### src/core/lbrw_pkg.sv
/*
  Shared constants, types and command codes for the low-power DDR host
  controller that drives a four-bank memory through its command and data pins.
  Assumes a 20 MHz reference clock; the memory clock is that clock divided
  by two, so one reference cycle is one half period of the memory clock.
*/
// Behaviour
// - Open a row with ACTIVE before access.
// - Wait activate-to-column delay before read or write.
// - Precharge first; space same-bank ACTIVEs by row cycle.
// - Space ACTIVEs to different banks by bank delay.
// - Follow-on READ issued after wanted pair count.
// - Burst stop issued after wanted pair count.
// - Burst stop only for lengths four and eight.
// - Finish or stop read before issuing WRITE.
// - Precharge after read; then wait precharge period.
// - Hold write strobe low for preamble, postamble.
// - First write strobe rise near one clock.
// - Follow-on WRITE issued after wanted pair count.
// - Wait write-to-read delay before a following READ.
// - Mask write data cut short by READ.
// - Wait write recovery before precharge, then precharge.
// - Row cycle 55 ns; column, precharge 15 ns.
// - Write-to-read delay at least two clocks.
package lbrw_pkg;

  // Clock rates: the memory clock is the reference divided by two.
  localparam int CLK_PERIOD_NS = 50;
  localparam int MEM_PERIOD_NS = 2 * CLK_PERIOD_NS;

  // Least times in nanoseconds, write-to-read in memory cycles, as the memory requires them.
  localparam int ROW_CYCLE_NS = 55;
  localparam int ACT_TO_COL_NS = 15;
  localparam int PRECHARGE_NS = 15;
  localparam int MIN_ACTIVE_NS = 42;
  localparam int WRITE_RECOVERY_NS = 15;
  localparam int BANK_TO_BANK_NS = 15;
  localparam int WRITE_TO_READ_CYC = 2;

  // Least times round up to whole memory cycles, never below one.
  function automatic int mem_cycles(input int ns);
    int c;
    c = (ns + MEM_PERIOD_NS - 1) / MEM_PERIOD_NS;
    return (c < 1) ? 1 : c;
  endfunction : mem_cycles

  // Age counters saturate at their top value.
  localparam int TMR_W = 4;
  localparam logic [TMR_W-1:0] TMR_MAX = 4'hf;
  localparam logic [TMR_W-1:0] TMR_ONE = 4'h1;
  localparam logic [TMR_W-1:0] ROW_CYCLE_CNT =
    TMR_W'(mem_cycles(ROW_CYCLE_NS));
  localparam logic [TMR_W-1:0] ACT_TO_COL_CNT =
    TMR_W'(mem_cycles(ACT_TO_COL_NS));
  localparam logic [TMR_W-1:0] PRECHARGE_CNT =
    TMR_W'(mem_cycles(PRECHARGE_NS));
  localparam logic [TMR_W-1:0] MIN_ACTIVE_CNT =
    TMR_W'(mem_cycles(MIN_ACTIVE_NS));
  localparam logic [TMR_W-1:0] WRITE_RECOVERY_CNT =
    TMR_W'(mem_cycles(WRITE_RECOVERY_NS));
  localparam logic [TMR_W-1:0] BANK_TO_BANK_CNT =
    TMR_W'(mem_cycles(BANK_TO_BANK_NS));
  localparam logic [TMR_W-1:0] WRITE_TO_READ_CNT = TMR_W'(WRITE_TO_READ_CYC);

  // Array and bus widths.
  localparam int NUM_BANKS = 4;
  localparam int BANK_W = 2;
  localparam int ROW_W = 13;
  localparam int COL_W = 9;
  localparam int ADDR_W = 13;
  localparam int DQ_W = 32;
  localparam int DM_W = 4;
  localparam int CNT_W = 6;

  // Address bit ten selects auto precharge on column commands.
  localparam logic [ADDR_W-1:0] AP_MASK = 13'h0400;

  // Command codes, bits are chip select, row, column and write strobes.
  localparam logic [3:0] CMD_NOP = 4'h7;
  localparam logic [3:0] CMD_ACT = 4'h3;
  localparam logic [3:0] CMD_RD = 4'h5;
  localparam logic [3:0] CMD_WR = 4'h4;
  localparam logic [3:0] CMD_BST = 4'h6;
  localparam logic [3:0] CMD_PRE = 4'h2;

  // One user access request.
  typedef struct packed {
    logic write;
    logic auto_pre;
    logic [BANK_W-1:0] bank;
    logic [ROW_W-1:0] row;
    logic [COL_W-1:0] col;
  } lbrw_req_t;

  // Command pins as one group.
  typedef struct packed {
    logic [3:0] code;
    logic [BANK_W-1:0] ba;
    logic [ADDR_W-1:0] addr;
  } lbrw_cmd_t;

  // Sequencer states.
  typedef enum logic [2:0] {
    S_IDLE, S_OPEN, S_COL, S_BURST, S_AUTOPRE
  } lbrw_state_t;

endpackage : lbrw_pkg

### src/core/lbrw_bank.sv
/*
  Per-bank tracker: open row and ages of the last activate, precharge and
  write end, counted in memory cycles, giving the go signals for each command.
  Assumes tick is a one-cycle pulse once per memory clock period.
*/
`timescale 1ns/1ps
module lbrw_bank (
  // Clock, reset and memory-cycle enable
  input wire logic clk,
  input wire logic rst,
  input wire logic tick,
  // Events on this bank
  input wire logic act,
  input wire logic pre,
  input wire logic wr_end,
  input wire logic [lbrw_pkg::ROW_W-1:0] row_in,
  // Bank state and go signals
  output logic is_open,
  output logic [lbrw_pkg::ROW_W-1:0] open_row,
  output logic col_ok,
  output logic act_ok,
  output logic pre_ok
);
  import lbrw_pkg::*;

  logic open_q;
  logic [ROW_W-1:0] row_q;
  logic [TMR_W-1:0] act_age_q;
  logic [TMR_W-1:0] pre_age_q;
  logic [TMR_W-1:0] wr_age_q;
  wire logic [TMR_W-1:0] act_inc;
  wire logic [TMR_W-1:0] pre_inc;
  wire logic [TMR_W-1:0] wr_inc;

  // Saturating increments, so an idle bank never wraps back to "young".
  assign act_inc = (act_age_q == TMR_MAX) ? TMR_MAX : act_age_q + TMR_ONE;
  assign pre_inc = (pre_age_q == TMR_MAX) ? TMR_MAX : pre_age_q + TMR_ONE;
  assign wr_inc = (wr_age_q == TMR_MAX) ? TMR_MAX : wr_age_q + TMR_ONE;

  always_ff @(posedge clk) begin
    if (rst) begin
      open_q <= 1'b0;
      row_q <= '0;
    end else if (act) begin
      open_q <= 1'b1;
      row_q <= row_in;
    end else if (pre) begin
      open_q <= 1'b0;
    end
  end

  // Ages start at the top after reset so the first command is not held.
  always_ff @(posedge clk) begin
    if (rst) begin
      act_age_q <= TMR_MAX;
      pre_age_q <= TMR_MAX;
      wr_age_q <= TMR_MAX;
    end else begin
      act_age_q <= act ? '0 : (tick ? act_inc : act_age_q);
      pre_age_q <= pre ? '0 : (tick ? pre_inc : pre_age_q);
      wr_age_q <= wr_end ? '0 : (tick ? wr_inc : wr_age_q);
    end
  end

  assign is_open = open_q;
  assign open_row = row_q;
  assign col_ok = open_q && (act_age_q >= ACT_TO_COL_CNT);
  assign act_ok = !open_q && (act_age_q >= ROW_CYCLE_CNT)
                  && (pre_age_q >= PRECHARGE_CNT);
  assign pre_ok = open_q && (act_age_q >= MIN_ACTIVE_CNT)
                  && (wr_age_q >= WRITE_RECOVERY_CNT);

endmodule : lbrw_bank

### src/core/lbrw_ctrl.sv
/*
  Host-side sequencer for a four-bank low-power DDR memory: opens rows,
  issues reads and writes with optional auto precharge, and burst stop on reads only,
  drives write data with its strobe and captures read data by latency.
  Assumes the memory pins are synchronous to REF_CLK and that the board
  resolves the two-way data and strobe pins from the enables.
*/
`timescale 1ns/1ps
module lbrw_ctrl #(
  parameter int BURST_LEN = 4,
  parameter int CAS_LAT = 3
) (
  // Clock and reset
  input wire logic REF_CLK,
  input wire logic RESET,
  // User requests
  input wire logic REQ_VALID,
  input wire lbrw_pkg::lbrw_req_t REQ,
  output logic REQ_READY,
  input wire logic STOP_REQ,
  // Write data stream
  input wire logic [lbrw_pkg::DQ_W-1:0] WR_DATA,
  input wire logic [lbrw_pkg::DM_W-1:0] WR_MASK,
  output logic WD_TAKE,
  // Read data stream
  output logic [lbrw_pkg::DQ_W-1:0] RD_DATA,
  output logic RD_VALID,
  // Memory clock and commands
  output logic CK,
  output logic CK_N,
  output logic CKE,
  output lbrw_pkg::lbrw_cmd_t MEM_CMD,
  // Memory data, strobe and mask
  input wire logic [lbrw_pkg::DQ_W-1:0] DQ_IN,
  output logic [lbrw_pkg::DQ_W-1:0] DQ_OUT,
  output logic DQ_OE,
  input wire logic [lbrw_pkg::DM_W-1:0] DQS_IN,
  output logic [lbrw_pkg::DM_W-1:0] DQS_OUT,
  output logic DQS_OE,
  output logic [lbrw_pkg::DM_W-1:0] DM
);
  import lbrw_pkg::*;

  // Burst timing in reference cycles counted from the column command.
  localparam logic [CNT_W-1:0] BL_CNT = CNT_W'(BURST_LEN);
  localparam logic [CNT_W-1:0] RD_FIRST = CNT_W'(2 + 2 * CAS_LAT);
  localparam logic [CNT_W-1:0] WR_END = CNT_W'(BURST_LEN + 5);
  localparam logic [CNT_W-1:0] CNT_ONE = 6'h01;
  localparam logic BST_ALLOWED = (BURST_LEN == 4) || (BURST_LEN == 8);

  lbrw_state_t state_q, state_d;
  lbrw_req_t req_q;
  lbrw_cmd_t cmd_q;
  logic [CNT_W-1:0] cnt_q, cnt_d;
  logic [CNT_W-1:0] rd_len_q;
  logic [TMR_W-1:0] rrd_age_q;
  logic [TMR_W-1:0] wtr_age_q;
  logic ck_q, ck_n_q, cke_q, ready_q;
  logic wd_take_q, rd_valid_q, dq_oe_q, dqs_oe_q;
  logic [DQ_W-1:0] dq_q, rd_data_q;
  logic [DM_W-1:0] dqs_q, dm_q;

  wire logic tick_w;
  wire logic accept_w;
  wire logic [NUM_BANKS-1:0] bank_open_w, col_ok_w, act_ok_w, pre_ok_w;
  wire logic [ROW_W-1:0] bank_row_w [NUM_BANKS];
  wire logic sel_open_w, hit_w, rrd_ok_w, wtr_ok_w;
  wire logic issue_act_w, issue_pre_w, issue_col_w, issue_rd_w, issue_wr_w;
  wire logic issue_bst_w, ap_mark_w, burst_end_w, wr_end_w, cap_w;
  wire logic in_wr_w;
  wire logic [CNT_W-1:0] end_cnt_w;
  wire logic [ADDR_W-1:0] col_addr_w;
  wire lbrw_cmd_t cmd_w;

  // Memory clock divider; commands launch as CK falls so they are
  // stable half a period before the rising edge that samples them.
  assign tick_w = ck_q;
  always_ff @(posedge REF_CLK) begin
    if (RESET) begin
      ck_q <= 1'b0;
      ck_n_q <= 1'b1;
      cke_q <= 1'b0;
    end else begin
      ck_q <= ~ck_q;
      ck_n_q <= ck_q;
      cke_q <= 1'b1;
    end
  end

  // One tracker per bank.
  for (genvar b = 0; b < NUM_BANKS; b++) begin : g_bank
    wire logic sel_b;
    assign sel_b = (req_q.bank == BANK_W'(b));
    lbrw_bank u_bank (
      .clk(REF_CLK),
      .rst(RESET),
      .tick(tick_w),
      .act(issue_act_w && sel_b),
      .pre((issue_pre_w || ap_mark_w) && sel_b),
      .wr_end(wr_end_w && sel_b),
      .row_in(req_q.row),
      .is_open(bank_open_w[b]),
      .open_row(bank_row_w[b]),
      .col_ok(col_ok_w[b]),
      .act_ok(act_ok_w[b]),
      .pre_ok(pre_ok_w[b])
    );
  end

  // Selected-bank status and the global spacing checks.
  assign sel_open_w = bank_open_w[req_q.bank];
  assign hit_w = sel_open_w && (bank_row_w[req_q.bank] == req_q.row);
  assign rrd_ok_w = rrd_age_q >= BANK_TO_BANK_CNT;
  assign wtr_ok_w = wtr_age_q >= WRITE_TO_READ_CNT;
  assign accept_w = (state_q == S_IDLE) && ready_q && REQ_VALID;

  assign issue_pre_w = (state_q == S_OPEN) && tick_w && sel_open_w
                       && !hit_w && pre_ok_w[req_q.bank];
  assign issue_act_w = (state_q == S_OPEN) && tick_w && !sel_open_w
                       && act_ok_w[req_q.bank] && rrd_ok_w;
  // next column only after the burst, full or stopped, has ended.
  assign issue_col_w = (state_q == S_COL) && tick_w && col_ok_w[req_q.bank]
                       && (req_q.write || wtr_ok_w);
  assign issue_rd_w = issue_col_w && !req_q.write;
  assign issue_wr_w = issue_col_w && req_q.write;
  // stop after the pairs already read.
  assign issue_bst_w = (state_q == S_BURST) && !req_q.write && STOP_REQ
                       && tick_w && BST_ALLOWED && (cnt_q >= 6'h02)
                       && (cnt_q < rd_len_q);
  assign ap_mark_w = (state_q == S_AUTOPRE) && tick_w && pre_ok_w[req_q.bank];
  assign end_cnt_w = req_q.write ? WR_END : RD_FIRST + rd_len_q;
  assign burst_end_w = (state_q == S_BURST) && (cnt_q == end_cnt_w);
  assign wr_end_w = burst_end_w && req_q.write;

  assign col_addr_w = ADDR_W'(req_q.col) | (req_q.auto_pre ? AP_MASK : '0);
  assign cmd_w.code = issue_act_w ? CMD_ACT :
                      issue_pre_w ? CMD_PRE :
                      issue_rd_w ? CMD_RD :
                      issue_wr_w ? CMD_WR :
                      issue_bst_w ? CMD_BST : CMD_NOP;
  assign cmd_w.ba = req_q.bank;
  assign cmd_w.addr = issue_act_w ? req_q.row :
                      issue_col_w ? col_addr_w : '0;

  // Sequencer: one access at a time, rows kept open after use unless auto precharge is asked.
  always_comb begin
    state_d = state_q;
    case (state_q)
      S_IDLE: begin
        if (accept_w) begin
          state_d = S_OPEN;
        end
      end
      S_OPEN: begin
        if (hit_w || issue_act_w) begin
          state_d = S_COL;
        end
      end
      S_COL: begin
        if (issue_col_w) begin
          state_d = S_BURST;
        end
      end
      S_BURST: begin
        if (burst_end_w) begin
          state_d = req_q.auto_pre ? S_AUTOPRE : S_IDLE;
        end
      end
      S_AUTOPRE: begin
        if (ap_mark_w) begin
          state_d = S_IDLE;
        end
      end
      default: begin
        state_d = S_IDLE;
      end
    endcase
  end

  // Burst cycle counter, 1 in the cycle the column command is on the pins.
  assign cnt_d = issue_col_w ? CNT_ONE :
                 (state_q == S_BURST && !burst_end_w) ? cnt_q + CNT_ONE : '0;

  always_ff @(posedge REF_CLK) begin
    if (RESET) begin
      state_q <= S_IDLE;
      ready_q <= 1'b0;
      cnt_q <= '0;
      cmd_q <= '{code: CMD_NOP, ba: '0, addr: '0};
    end else begin
      state_q <= state_d;
      ready_q <= (state_d == S_IDLE);
      cnt_q <= cnt_d;
      cmd_q <= cmd_w;
    end
  end

  // Request capture and read length; a burst stop shortens the read.
  always_ff @(posedge REF_CLK) begin
    if (RESET) begin
      req_q <= '0;
      rd_len_q <= '0;
    end else begin
      if (accept_w) begin
        req_q <= REQ;
      end
      if (issue_rd_w) begin
        rd_len_q <= BL_CNT;
      end else if (issue_bst_w) begin
        rd_len_q <= cnt_q;
      end
    end
  end

  // Global ages: any activate, and the end of the last write burst.
  always_ff @(posedge REF_CLK) begin
    if (RESET) begin
      rrd_age_q <= TMR_MAX;
      wtr_age_q <= TMR_MAX;
    end else begin
      if (issue_act_w) begin
        rrd_age_q <= '0;
      end else if (tick_w && rrd_age_q != TMR_MAX) begin
        rrd_age_q <= rrd_age_q + TMR_ONE;
      end
      if (wr_end_w) begin
        wtr_age_q <= '0;
      end else if (tick_w && wtr_age_q != TMR_MAX) begin
        wtr_age_q <= wtr_age_q + TMR_ONE;
      end
    end
  end

  // Write data path. The column command reaches the memory at count 2,
  // the first strobe rise comes at count 4, exactly one memory clock later,
  // which sits in the middle of the allowed window.
  assign in_wr_w = (cnt_d != '0) && req_q.write;
  always_ff @(posedge REF_CLK) begin
    if (RESET) begin
      wd_take_q <= 1'b0;
      dq_oe_q <= 1'b0;
      dqs_oe_q <= 1'b0;
      dqs_q <= '0;
      dq_q <= '0;
      dm_q <= '0;
    end else begin
      wd_take_q <= in_wr_w && (cnt_d >= 6'h02) && (cnt_d <= BL_CNT + 6'h01);
      dq_oe_q <= in_wr_w && (cnt_d >= 6'h03) && (cnt_d <= BL_CNT + 6'h03);
      // strobe low before and after data.
      dqs_oe_q <= in_wr_w && (cnt_d >= 6'h03) && (cnt_d <= BL_CNT + 6'h04);
      // first rise one clock after WRITE.
      dqs_q <= {DM_W{in_wr_w && (cnt_d >= 6'h04)
                     && (cnt_d <= BL_CNT + 6'h03) && !cnt_d[0]}};
      if (wd_take_q) begin
        dq_q <= WR_DATA;
        dm_q <= WR_MASK;
      end
    end
  end

  assign cap_w = (state_q == S_BURST) && !req_q.write
                 && (cnt_q >= RD_FIRST) && (cnt_q < RD_FIRST + rd_len_q);
  always_ff @(posedge REF_CLK) begin
    if (RESET) begin
      rd_valid_q <= 1'b0;
      rd_data_q <= '0;
    end else begin
      rd_valid_q <= cap_w;
      if (cap_w) begin
        rd_data_q <= DQ_IN;
      end
    end
  end

  assign REQ_READY = ready_q;
  assign WD_TAKE = wd_take_q;
  assign RD_DATA = rd_data_q;
  assign RD_VALID = rd_valid_q;
  assign CK = ck_q;
  assign CK_N = ck_n_q;
  assign CKE = cke_q;
  assign MEM_CMD = cmd_q;
  assign DQ_OUT = dq_q;
  assign DQ_OE = dq_oe_q;
  assign DQS_OUT = dqs_q;
  assign DQS_OE = dqs_oe_q;
  assign DM = dm_q;
endmodule : lbrw_ctrl

### config.mk
export PLATFORM = sky130hd
export DESIGN_NAME = lbrw_ctrl
export DESIGN_NICKNAME = d
export VERILOG_FILES = /design/src/core/lbrw_pkg.sv /design/src/core/lbrw_bank.sv /design/src/core/lbrw_ctrl.sv
export SDC_FILE = /design/constraint.sdc
export NUM_CORES = 1
export LEC_CHECK = 0
export BUFFER_PORTS_ARGS = -buffer_cell sky130_fd_sc_hd__buf_2
export CORE_UTILIZATION = 56
export CTS_CLUSTER_SIZE = 30
export DETAILED_ROUTE_END_ITERATION = 12
export PLACE_DENSITY = 0.83
export SYNTH_ARGS = -nofsm -noshare
export SYNTH_HDL_FRONTEND = slang
export SYNTH_HIERARCHICAL = 1
export SYNTH_SLANG_ARGS = --single-unit
export TNS_END_PERCENT = 50
### constraint.sdc
create_clock -name REF_CLK -period 3.7 [get_ports REF_CLK]
set_input_delay 0.37 -clock REF_CLK [delete_from_list [all_inputs] [get_ports REF_CLK]]
set_output_delay 0.37 -clock REF_CLK [all_outputs]
set_load 0.01 [all_outputs]
# --- After elaboration in Yosys (flattened, before gate mapping) ---
# Cells that the tools add are included.
# Widths: inputs -> output; s select.
op_classes:
  div_mod_pow: 0
  bitwise_logic: 3
  n_lt_le_gt_ge: 26
  n_reduce_logical: 105
  add_sub_neg: 16
  n_mul: 0
  shift: 0
  n_eq_ne: 23
  mux: 80
ops:
  columns: ["operator", "n"]
  rows:
  - ["$mux 4", 40]
  - ["$logic_and 1x1->1", 66]
  - ["$add 4x1->4 const B", 14]
  - ["$ge 4x1->1 const B", 13]
  - ["$eq 4x4->1 const B", 12]
  - ["$mux 13", 3]
  - ["$reduce_bool 2->1", 19]
  - ["$mux 3", 10]
  - ["$bmux 13 s2", 1]
  - ["$mux 11", 2]
  - ["$ge 6x2->1 const B", 3]
  - ["$mux 6", 3]
  - ["$pmux 3 s5", 1]
  - ["$mux 1", 14]
  - ["$eq 13x13->1", 1]
  - ["$le 6x3->1 const B", 2]
  - ["$lt 6x6->1", 2]
  - ["$or 9x11->11", 1]
  - ["$logic_not 1->1", 9]
  - ["$bmux 1 s2", 4]
  - ["$ne 4x4->1 const B", 2]
  - ["$add 4x6->6 const A", 1]
  - ["$add 6x1->6 const B", 1]
  - ["$eq 3x2->1 const B", 2]
  - ["other kinds (21)", 27]
word_totals:
  memories: 0
  reg_bits: 249
  output_inout_bits: 99
  mem_bits_rw: 0
  elab_cells: 302
  inputBits: 102
  latch_bits: 0
  mem_bits_ro: 0

# --- Logic depth before layout (Yosys ltp) ---
# Gate-level depths: netlist of run 1.
depth:
  ltp_word: 13
  depth_mapped: 13
  mapped_depth_nobuf: 12

# --- Hierarchy ---
# The synthesis of run 1 kept the hierarchy.
modules_own_cells:
  columns: ["module", "cells_per_inst", "area_per_inst_um2", "instances", "seq_area_each_um2"]
  rows:
  - ["lbrw_ctrl", 683, 6462.4, 1, 2882.8]
  - ["lbrw_bank", 130, 1239.9, 4, 520.5]

# --- Worst setup path after synthesis of run 1 ---
# No wires, ideal clock.
synth_path:
  path_kind: "reg-to-reg"
  from: "register rd_len_q[3]"
  to: "register g_bank[0].u_bank.wr_age_q[1]"
  path_buffers: 1
  stages_incl_launch_ff: 11
  t_required_ns: 3.577
  t_arrival_ns: 2.675
  setup_slack_ns: 0.902
  synth_period_minus_slack_ns: 2.798
  setup_time_ns: 0.123
  path_cell_list: "dfxtp_1 ha_1 xor2_1 nor4_1 a41oi_1 a211oi_1 clkbuf_1 nand3_1 nor3_1 a311oi_1 or2_2"
synth_via:
  elab_chain_len: 7
  elab_cells_between_ends: 8
  cone_classes: "add/sub (1); eq/ne (1); mux (2); reduce/logical (4)"
synth_rtl:
  columns: ["element", "line", "rtl"]
  rows:
  - ["from (decl)", "lbrw_ctrl.sv:55", "logic [CNT_W-1:0] rd_len_q;"]
  - ["from (signal assigned)", "lbrw_ctrl.sv:210", "rd_len_q <= cnt_q;"]
  - ["$add 4x6->6 (*)", "lbrw_ctrl.sv:131", "assign end_cnt_w = req_q.write ? WR_END : RD_FIRST + rd_len_q;"]
  - ["$mux 6 (*)", "lbrw_ctrl.sv:131", null]
  - ["$eq 6x6->1 (*)", "lbrw_ctrl.sv:132", "assign burst_end_w = (state_q == S_BURST) && (cnt_q == end_cnt_w);"]
  - ["$logic_and 1x1->1 (*)", "lbrw_ctrl.sv:132", null]
  - ["$logic_and 1x1->1 (*)", "lbrw_ctrl.sv:133", "assign wr_end_w = burst_end_w && req_q.write;"]
  - ["$logic_and 1x1->1 (*)", "lbrw_ctrl.sv:100", ".wr_end(wr_end_w && sel_b),"]
  - ["$mux 4 or $reduce_bool 2->1 (tied branches)", null, null]
  - ["to (signal assigned)", "lbrw_bank.sv:61", "wr_age_q <= wr_end ? '0 : (tick ? wr_inc : wr_age_q);"]
  - ["to (decl)", "lbrw_bank.sv:30", "logic [TMR_W-1:0] wr_age_q;"]
# Every way passes the cells marked *; elsewhere a longest branch is shown, timed or not.
# A chain may end at the register's enable or synchronous reset.

# --- Final worst setup path of run 1 ---
layout_path:
  from: "register req_q, in the netlist cmd_w[13]"
  to: "register g_bank[1].u_bank.pre_age_q[1]"
layout_via:
  elab_chain_len: 12
  elab_cells_between_ends: 20
  cone_classes: "eq/ne (2); mux (8); bitwise (1); reduce/logical (9)"
layout_rtl:
  columns: ["element", "line", "rtl"]
  rows:
  - ["from (decl)", "lbrw_ctrl.sv:52", "lbrw_req_t req_q;"]
  - ["from (signal assigned)", "lbrw_ctrl.sv:201", "req_q <= '0;"]
  - ["from (signal assigned)", "lbrw_ctrl.sv:205", "req_q <= REQ;"]
  - ["$not 2->3 (not written as such)", "lbrw_ctrl.sv:112", "assign hit_w = sel_open_w && (bank_row_w[req_q.bank] == req_q.row);"]
  - ["$bmux 13 s2", "lbrw_ctrl.sv:112", null]
  - ["$mux 13 (not written as such) (2 in series)", "lbrw_ctrl.sv:112", null]
  - ["$eq 13x13->1", "lbrw_ctrl.sv:112", null]
  - ["$logic_and 1x1->1", "lbrw_ctrl.sv:112", null]
  - ["$logic_not 1->1", "lbrw_ctrl.sv:118", "&& !hit_w && pre_ok_w[req_q.bank];"]
  - ["$logic_and 1x1->1 (2 in series)", "lbrw_ctrl.sv:118", null]
  - ["$logic_or 1x1->1", "lbrw_ctrl.sv:99", ".pre((issue_pre_w || ap_mark_w) && sel_b),"]
  - ["$logic_and 1x1->1 (*)", "lbrw_ctrl.sv:99", null]
  - ["$mux 4 or $reduce_bool 2->1 (tied branches)", null, null]
  - ["to (signal assigned)", "lbrw_bank.sv:60", "pre_age_q <= pre ? '0 : (tick ? pre_inc : pre_age_q);"]
  - ["to (decl)", "lbrw_bank.sv:29", "logic [TMR_W-1:0] pre_age_q;"]
# Every way passes the cells marked *; elsewhere a longest branch is shown, timed or not. The select of a mux whose other input is x is not followed.

==> run summary, run 1 <==
GLOBAL ROUTING
----------------------------------------------------------------------------------
Vias in the first global route ......................................         8796
Total global-route track usage ......................................        25.4%
Wire length of the first global-routing pass ........................     42700 µm
GR Overflow Total ...................................................            0
Initial antenna violation count .....................................            2
Pin count of the biggest net entering global routing ................          143

WORST HOLD PATH
----------------------------------------------------------------------------------
Sink of the worst hold path ......................................... RD_DATA[12]$_SDFFE_PP0P_
Hold Path Cell Cnt ..................................................            3
Class of the worst hold path ........................................ primary input to register
Launch instance of the worst min-delay path .........................    DQ_IN[12]

STA
----------------------------------------------------------------------------------
Achievable clock frequency ..........................................    0.320 GHz
Tmin final ..........................................................      3130 ps
Summed negative setup slack over all endpoints ......................         0 ps
Final hold violation count ..........................................            0
Transition at the pin with the smallest max-transition slack ........      1090 ps
Setup repair after global routing missed its margin .................        false
WHS .................................................................      61.2 ps
Final setup violation count .........................................            0
Max Transition Viols Final ..........................................            0
Clk_skew ............................................................      9.64 ps
Post-route clock period utilization .................................        84.5%
Relative slew slack .................................................        27.1%

FLOORPLANNING
----------------------------------------------------------------------------------
Area enclosed by the die boundary ...................................    21000 µm²
Row Count ...........................................................           51
Chip width ..........................................................       145 µm
Starting density of the core ........................................        57.9%
Die extent in y .....................................................       145 µm
Area of the core region .............................................    19700 µm²
Top Ports ...........................................................          201

ROUTING
----------------------------------------------------------------------------------
Vias after detailed routing .........................................         9187
Routed via count divided by cell count ..............................         5.55
Count of TritonRoute iterations in the first routing pass ...........            5
Overall routed net length ...........................................     26900 µm
Starting DRT DRC Count ..............................................          524
Number of remaining DRC errors ......................................            0
Remaining number of nets flagged by the antenna check after routing .            0
Mean routed wirelength per cell .....................................      16.3 µm

CRITICAL PATH
----------------------------------------------------------------------------------
Worst path cell trace ............................................... buf_4 -> mux4_1 -> xnor2_1 -> o211ai_1 -> or4_4 -> a32o_1 -> a311o_1 -> nand2_1
Worst path arrival time .............................................      3600 ps
Required time of the critical path ..................................      4170 ps
Crit end category ...................................................     register
Destination of the worst register-to-register timing path ........... g_bank[1].u_bank/pre_age_q[1]$_SDFFE_PP1P_
Worst setup slack for register-to-register paths ....................       570 ps
Critical-path cell with the highest stage delay ..................... sky130_fd_sc_hd__mux4_1
Worst setup SP type .................................................     register
Worst reg2reg path startpoint ....................................... cmd_w[13]$_SDFFE_PP0P_
Setup CP Type ....................................................... register to register
Crit path max fanout ................................................           25
R2R depth ...........................................................            8
Longest individual stage delay on the worst path ....................       640 ps

CLOCKING
----------------------------------------------------------------------------------
Sinks on the clock net ..............................................          248
Number of gates resized after cts ...................................            0
Number of buffers inserted by hold repair at cts ....................            0
H-tree depth ........................................................            1
Clock latency reported for the late side of the worst-skew pair .....       540 ps
CTS root buf ........................................................ sky130_fd_sc_hd__clkbuf_16
CTS tree ............................................................        built
Number of CTS-inserted buffers ......................................           25
Clock transition at the registers of the reported paths .............        60 ps
Deepest clock path buffer count .....................................            3
Post-CTS Setup Bufs .................................................            0

POWER AND IR DROP
----------------------------------------------------------------------------------
Leakage power .......................................................      6.05 nW
Peak VDD IR .........................................................       427 µV
Pwr dens ............................................................   447 nW/µm²

SYNTH
----------------------------------------------------------------------------------
Fraction of synthesized cell area taken by the top area cell type ...        43.5%
Ys flop type ........................................................ sky130_fd_sc_hd__dfxtp_1
Cell type with the largest total area after synthesis ............... sky130_fd_sc_hd__dfxtp_1
Post-synthesis sequential element count .............................          248
Number of warning messages in the yosys log .........................            6
Fraction of registers with async set or reset after synthesis .......           0%
Sequential element share of the synthesized area ....................        43.5%
Synthesized instance count ..........................................         1203
Nets in the synthesized netlist .....................................         1357
Syn_area_per_cell ...................................................     9.49 µm²
Number of flops mapped to enable cells by yosys .....................            0
Top cells by area, synth ............................................ sky130_fd_sc_hd__dfxtp_1, sky130_fd_sc_hd__mux2i_1, sky130_fd_sc_hd__nor2_1, sky130_fd_sc_hd__ha_1, sky130_fd_sc_hd__nand2_1
Distinct cell type count of the synthesized netlist .................           65
Post-Synthesis Cell Area ............................................    11400 µm²

PLACE
----------------------------------------------------------------------------------
# placed instances ..................................................         1607
Routability Congestion ..............................................        0.846
Detailed placement HPWL .............................................     18100 µm
Total of buffers placed on input and output ports ...................          195

CELLS AND AREA
----------------------------------------------------------------------------------
Post-route insts no fill ............................................         1654
Fillcell total ......................................................         1523
Synth-to-layout area growth .........................................        16.8%
Layout cell share with drive strength beyond 1 ......................        21.3%
Combined flip-flop and latch cell area ..............................     4970 µm²
Net count of the finished layout ....................................         1523
Multi-input combinational cell area .................................     5800 µm²

STATUS
----------------------------------------------------------------------------------
Run status .......................................................... finished clean

RUN
----------------------------------------------------------------------------------
Max-cap violations ..................................................            0

==> registers in the layout, summed over array words and instances, names as in the netlist, 2 cells and up <==
signal	flops
g_bank.u_bank/act_age_q	16
RD_DATA	32
rrd_age_q	4
MEM_CMD	18
g_bank.u_bank/is_open	4
g_bank.u_bank/open_row	52
DQ_OUT	32
req_q	24
g_bank.u_bank/wr_age_q	16
state_q	3
cnt_q	6
cmd_w	2
DM	4
wtr_age_q	4
g_bank.u_bank/pre_age_q	16
rd_len_q	6
==> synth_stat cells, drive strengths merged (10+ instances only) <==
master	count
nand2	80
buf	43
nand4	13
inv	66
nor2	178
dfxtp	248
mux4	12
xnor2	16
nand3	31
mux2i	141
clkbuf	31
a22o	10
ha	52
o21ai	26
nor3	21
a21o	14
a21oi	58
and4b	14
nor4b	10
o31ai	19
nor2b	10
xor2	14
==> kinds of logic after synthesis <==
family | Yosys count | synth area share [%]
other | 1 | 0.0328
and+or+nand+nor | 407 | 17.5
muxes | 154 | 14.9
DFF | 248 | 43.5
xor gates and xnor gates | 30 | 2.30
buffers and inverters | 140 | 6.00
AOI/OAI and AO/OA | 171 | 10.1
adders and majority gates | 52 | 5.70
==> layout by cell type, fill, tap and decap left out, types with 13 or more instances in the layout <==
cell,instances
sky130_fd_sc_hd__inv_1,66
sky130_fd_sc_hd__mux2i_1,141
sky130_fd_sc_hd__a21oi_1,58
sky130_fd_sc_hd__ha_1,52
sky130_fd_sc_hd__buf_4,17
sky130_fd_sc_hd__nor2_1,175
sky130_fd_sc_hd__a21o_1,14
sky130_fd_sc_hd__nand3_1,27
sky130_fd_sc_hd__nor3_1,20
sky130_fd_sc_hd__xnor2_1,16
sky130_fd_sc_hd__o31ai_1,17
sky130_fd_sc_hd__xor2_1,14
sky130_fd_sc_hd__dfxtp_1,245
sky130_fd_sc_hd__nand4_1,13
sky130_fd_sc_hd__clkbuf_16,25
sky130_fd_sc_hd__nand2_1,80
sky130_fd_sc_hd__buf_2,194
sky130_fd_sc_hd__o21ai_0,26
==> layer usage <==
layer / wire, µm / vias up / global-route usage, %
li1: - / 4510 / -
met1: 11400 / 4332 / 33.0
met2: 13200 / 285 / 42.1
met3: 1740 / 60 / 4.51
met4: 621 / 0 / 9.20
met5: 0 / - / 0
==> metrics by stage <==
| step | instance area, µm² | util (%) | power [mW] | worst slack (ps) |
|---|---|---|---|---|
| 2_1_floorplan | 11400 | - | 3.24 | 902 |
| 3_3_place_gp | 12500 | 63.3 | 3.37 | 622 |
| 3_5_place_dp | 12500 | 63.3 | 3.39 | 579 |
| 4_1_cts | 13300 | 67.7 | 6.00 | 557 |
| 5_1_grt | 13300 | 67.7 | 6.19 | 383 |
| 6_report | 13300 | 67.7 | 5.96 | 573 |
==> area by class of cell <==
| cell class | instances | share of cell area (%) |
|---|---|---|
| multi-input cells | 815 | 43.4 |
| flip-flops and latches | 248 | 37.2 |
| repair buffers | 213 | 8.47 |
| clock buffers | 37 | 5.63 |
| well taps | 265 | 2.48 |
| inverters | 66 | 1.86 |
| clock inverters | 9 | 0.872 |
| diodes | 1 | 0.0188 |
==> worst max path at each step <==
stage	from	endpoint	slack (ps)
after floorplan	rd_len_q[3]$_SDFFE_PP0P_	g_bank[0].u_bank/wr_age_q[1]$_SDFFE_PP1P_	900
after detailed placement	cmd_w[13]$_SDFFE_PP0P_	g_bank[2].u_bank/pre_age_q[1]$_SDFFE_PP1P_	580
after global placement	cmd_w[13]$_SDFFE_PP0P_	g_bank[2].u_bank/pre_age_q[1]$_SDFFE_PP1P_	620
after CTS	cmd_w[13]$_SDFFE_PP0P_	g_bank[1].u_bank/pre_age_q[1]$_SDFFE_PP1P_	560
after global routing	cmd_w[13]$_SDFFE_PP0P_	g_bank[1].u_bank/pre_age_q[1]$_SDFFE_PP1P_	380
final	cmd_w[13]$_SDFFE_PP0P_	g_bank[1].u_bank/pre_age_q[1]$_SDFFE_PP1P_	570
==> worst max-delay path: cells and delay by family, from the launching register on <==
kind,cells,cell delay [ps]
multiplexers,1,640
buffers and inverters,1,430
flip-flops,1,460
AO/OA/AOI/OAI,3,710
AND/OR/NAND/NOR,2,660
XOR/XNOR,1,150
==> power by group <==
| group | total (mW) | internal (mW) | switching, mW |
|---|---|---|---|
| Combinational | 0.506 | 0.223 | 0.282 |
| Clock | 2.62 | 1.55 | 1.07 |
| Sequential | 2.84 | 2.74 | 0.0962 |
| Total | 5.96 | 4.52 | 1.45 |
Note: power is estimated with default switching activity, not from simulation.
==> inputs of run 2 (changes only) <==
- clock period: 3.7 -> 3.28 ns (I/O delays scaled with it)
==> run 2 against run 1 <==
Fmax up 2.7%. Hold slack worse by 23 ps. Critical path depth did not move. Flip-flop and latch count unchanged. Critical endpoint is now g_bank[2].u_bank/pre_age_q[1]$_SDFFE_PP1P_. Power is 13% higher. Utilization up 0.095 points. Clock power up 13%. Clock skew is 1.5 ps higher. Sequential power is 12% higher.
==> run summary, run 2 (same netlist as run 1, synthesis figures left out) <==
STA
----------------------------------------------------------------------------------
Max Transition Viols Final ..........................................            0
Transition at the pin with the smallest max-transition slack ........       900 ps
Setup repair after global routing missed its margin .................        false
Relative slew slack .................................................        40.0%
Summed negative setup slack over all endpoints ......................         0 ps
Final hold violation count ..........................................            0
Post-route clock period utilization .................................        92.8%
Final setup violation count .........................................            0
Tmin final ..........................................................      3040 ps
Clk_skew ............................................................      11.1 ps
Achievable clock frequency ..........................................    0.329 GHz
Worst Slack Setup Final .............................................       236 ps

POWER AND IR DROP
----------------------------------------------------------------------------------
Clock group share of total power ....................................        44.0%
Cell-internal power .................................................      5.13 mW
Peak VDD IR .........................................................       454 µV
Leakage power .......................................................      6.06 nW
Net switching power figure ..........................................      1.59 mW
Share of power burned in registers ..................................        47.5%
Switching power share of the total ..................................        23.6%
Share of total power in combinational logic .........................         8.5%
Pwr dens ............................................................   503 nW/µm²

ROUTING
----------------------------------------------------------------------------------
Starting DRT DRC Count ..............................................          538
Mean routed wirelength per cell .....................................      16.2 µm
Count of TritonRoute iterations in the first routing pass ...........            5
Overall routed net length ...........................................     26900 µm
Routed via count divided by cell count ..............................         5.61
Vias after detailed routing .........................................         9301
Number of remaining DRC errors ......................................            0
Remaining number of nets flagged by the antenna check after routing .            0

CRITICAL PATH
----------------------------------------------------------------------------------
Required time of the critical path ..................................      3730 ps
Worst setup SP type .................................................     register
Crit end category ...................................................     register
Crit path max fanout ................................................           14
Setup CP Type ....................................................... register to register
Worst path arrival time .............................................      3500 ps

FLOORPLANNING
----------------------------------------------------------------------------------
Area of the core region .............................................    19700 µm²
Chip width ..........................................................       145 µm
Area enclosed by the die boundary ...................................    21000 µm²
Die extent in y .....................................................       145 µm
Row Count ...........................................................           51
Top Ports ...........................................................          201
Starting density of the core ........................................        57.9%

CELLS AND AREA
----------------------------------------------------------------------------------
Commonest non-fill, non-tap cell in the layout ...................... sky130_fd_sc_hd__dfxtp_1
Net count of the finished layout ....................................         1529
Largest register FFs ................................................           52
Fillcell total ......................................................         1486
Final std cell area, no fill ........................................    13400 µm²
Synth-to-layout area growth .........................................        17.0%
Layout cell share with drive strength beyond 1 ......................        21.4%
Highest-count cells in the layout ignoring fill and taps ............ sky130_fd_sc_hd__dfxtp_1, sky130_fd_sc_hd__buf_2, sky130_fd_sc_hd__nor2_1

GLOBAL ROUTING
----------------------------------------------------------------------------------
GR Overflow Total ...................................................            0
Pin count of the biggest net entering global routing ................           92
Total global-route track usage ......................................        25.3%
Vias in the first global route ......................................         8721
Wire length of the first global-routing pass ........................     42700 µm
Initial antenna violation count .....................................            1

CLOCKING
----------------------------------------------------------------------------------
H-tree depth ........................................................            1
Clock transition at the registers of the reported paths .............        60 ps
Number of gates resized after cts ...................................            0
CTS tree ............................................................        built
Number of CTS-inserted buffers ......................................           25
Post-CTS Setup Bufs .................................................            0
Sinks on the clock net ..............................................          248
Deepest clock path buffer count .....................................            3
Clock latency reported for the late side of the worst-skew pair .....       520 ps
Number of buffers inserted by hold repair at cts ....................            0
CTS root buf ........................................................ sky130_fd_sc_hd__clkbuf_16

PLACE
----------------------------------------------------------------------------------
Routability Congestion ..............................................        0.843
Setup slack after placement .........................................       303 ps
Total of buffers placed on input and output ports ...................          195
Detailed placement HPWL .............................................     18500 µm
Placed cell area ....................................................    12500 µm²

WORST HOLD PATH
----------------------------------------------------------------------------------
Class of the worst hold path ........................................ primary input to register

RUN
----------------------------------------------------------------------------------
Max-cap violations ..................................................            0

STATUS
----------------------------------------------------------------------------------
Run status .......................................................... finished clean

## run 2: cell types whose count changed in the layout (fill, tap and decap cells not counted)
cell                         delta
sky130_fd_sc_hd__inv_16         -1
sky130_fd_sc_hd__buf_12         -1
sky130_fd_sc_hd__clkbuf_8       -5
sky130_fd_sc_hd__clkinvlp_4     +1
sky130_fd_sc_hd__buf_4          +7
sky130_fd_sc_hd__inv_6          +1
sky130_fd_sc_hd__bufinv_16      +2
sky130_fd_sc_hd__clkbuf_1       +2
sky130_fd_sc_hd__clkinv_4       -1
## run 2: critical path, cell delays in order, from the launching register on
cell and delay [ps]:
sky130_fd_sc_hd__dfxtp_2 470, sky130_fd_sc_hd__buf_4 310, sky130_fd_sc_hd__mux4_2 570, sky130_fd_sc_hd__xnor2_1 210, sky130_fd_sc_hd__nand4_1 130, sky130_fd_sc_hd__or4_4 610, sky130_fd_sc_hd__a32o_1 310, sky130_fd_sc_hd__a311o_1 300
sky130_fd_sc_hd__nand2_1 70
## run 2: metrics by stage
stage | hold WS (ps) | total power [mW] | util, % | std cells
CTS | 27.5 | 6.75 | 67.8 | 1658
floorplan | 436 | 3.66 | - | 1203
finish | 38.5 | 6.72 | 67.8 | 1659
global placement | 442 | 3.80 | 63.4 | 1613
detailed placement | 448 | 3.82 | 63.4 | 1613
global route | 38.4 | 6.94 | 67.8 | 1658
## run 2: cell type report
type / count / area (µm²) / share of cell area [%]
Tap cell: 265 / 332 / 2.48
Inverter: 66 / 248 / 1.85
Sequential cell: 248 / 4970 / 37.2
Clock buffer: 34 / 689 / 5.16
Timing Repair Buffer: 219 / 1160 / 8.70
Antenna cell: 1 / 2.50 / 0.0187
Clock inverter: 11 / 164 / 1.23
Multi-Input combinational cell: 815 / 5800 / 43.4
## run 2: power by group through the flow
stage	clock network, mW	logic, mW	registers [mW]
final	2.96	0.572	3.19
after global routing	3.10	0.638	3.21
after CTS	2.99	0.573	3.19
after detailed placement	0	0.564	3.26
after global placement	0	0.544	3.25
after floorplan	0	0.426	3.23
## run 2: worst paths after layout
path / start / end / slack [ps] / cells past startpoint
max reg2reg: cmd_w[13]$_SDFFE_PP0P_ / g_bank[2].u_bank/pre_age_q[1]$_SDFFE_PP1P_ / 240 / 8
max: cmd_w[13]$_SDFFE_PP0P_ / g_bank[2].u_bank/pre_age_q[1]$_SDFFE_PP1P_ / 240 / 8
min: DQ_IN[31] / RD_DATA[31]$_SDFFE_PP0P_ / 40 / 3
min reg2reg: req_q[8]$_SDFFE_PP0P_ / req_q[8]$_SDFFE_PP0P_ / 450 / 2
## run 2: per-layer routing
layer  global-route usage [%]  wire length [µm]  vias to the layer above
met2                     44.0             13400                      253
met5                        0                 0                        -
met1                     32.5             11500                     4472
met4                     7.31               609                        0
met3                     3.82              1400                       46
li1                         -                 -                     4530
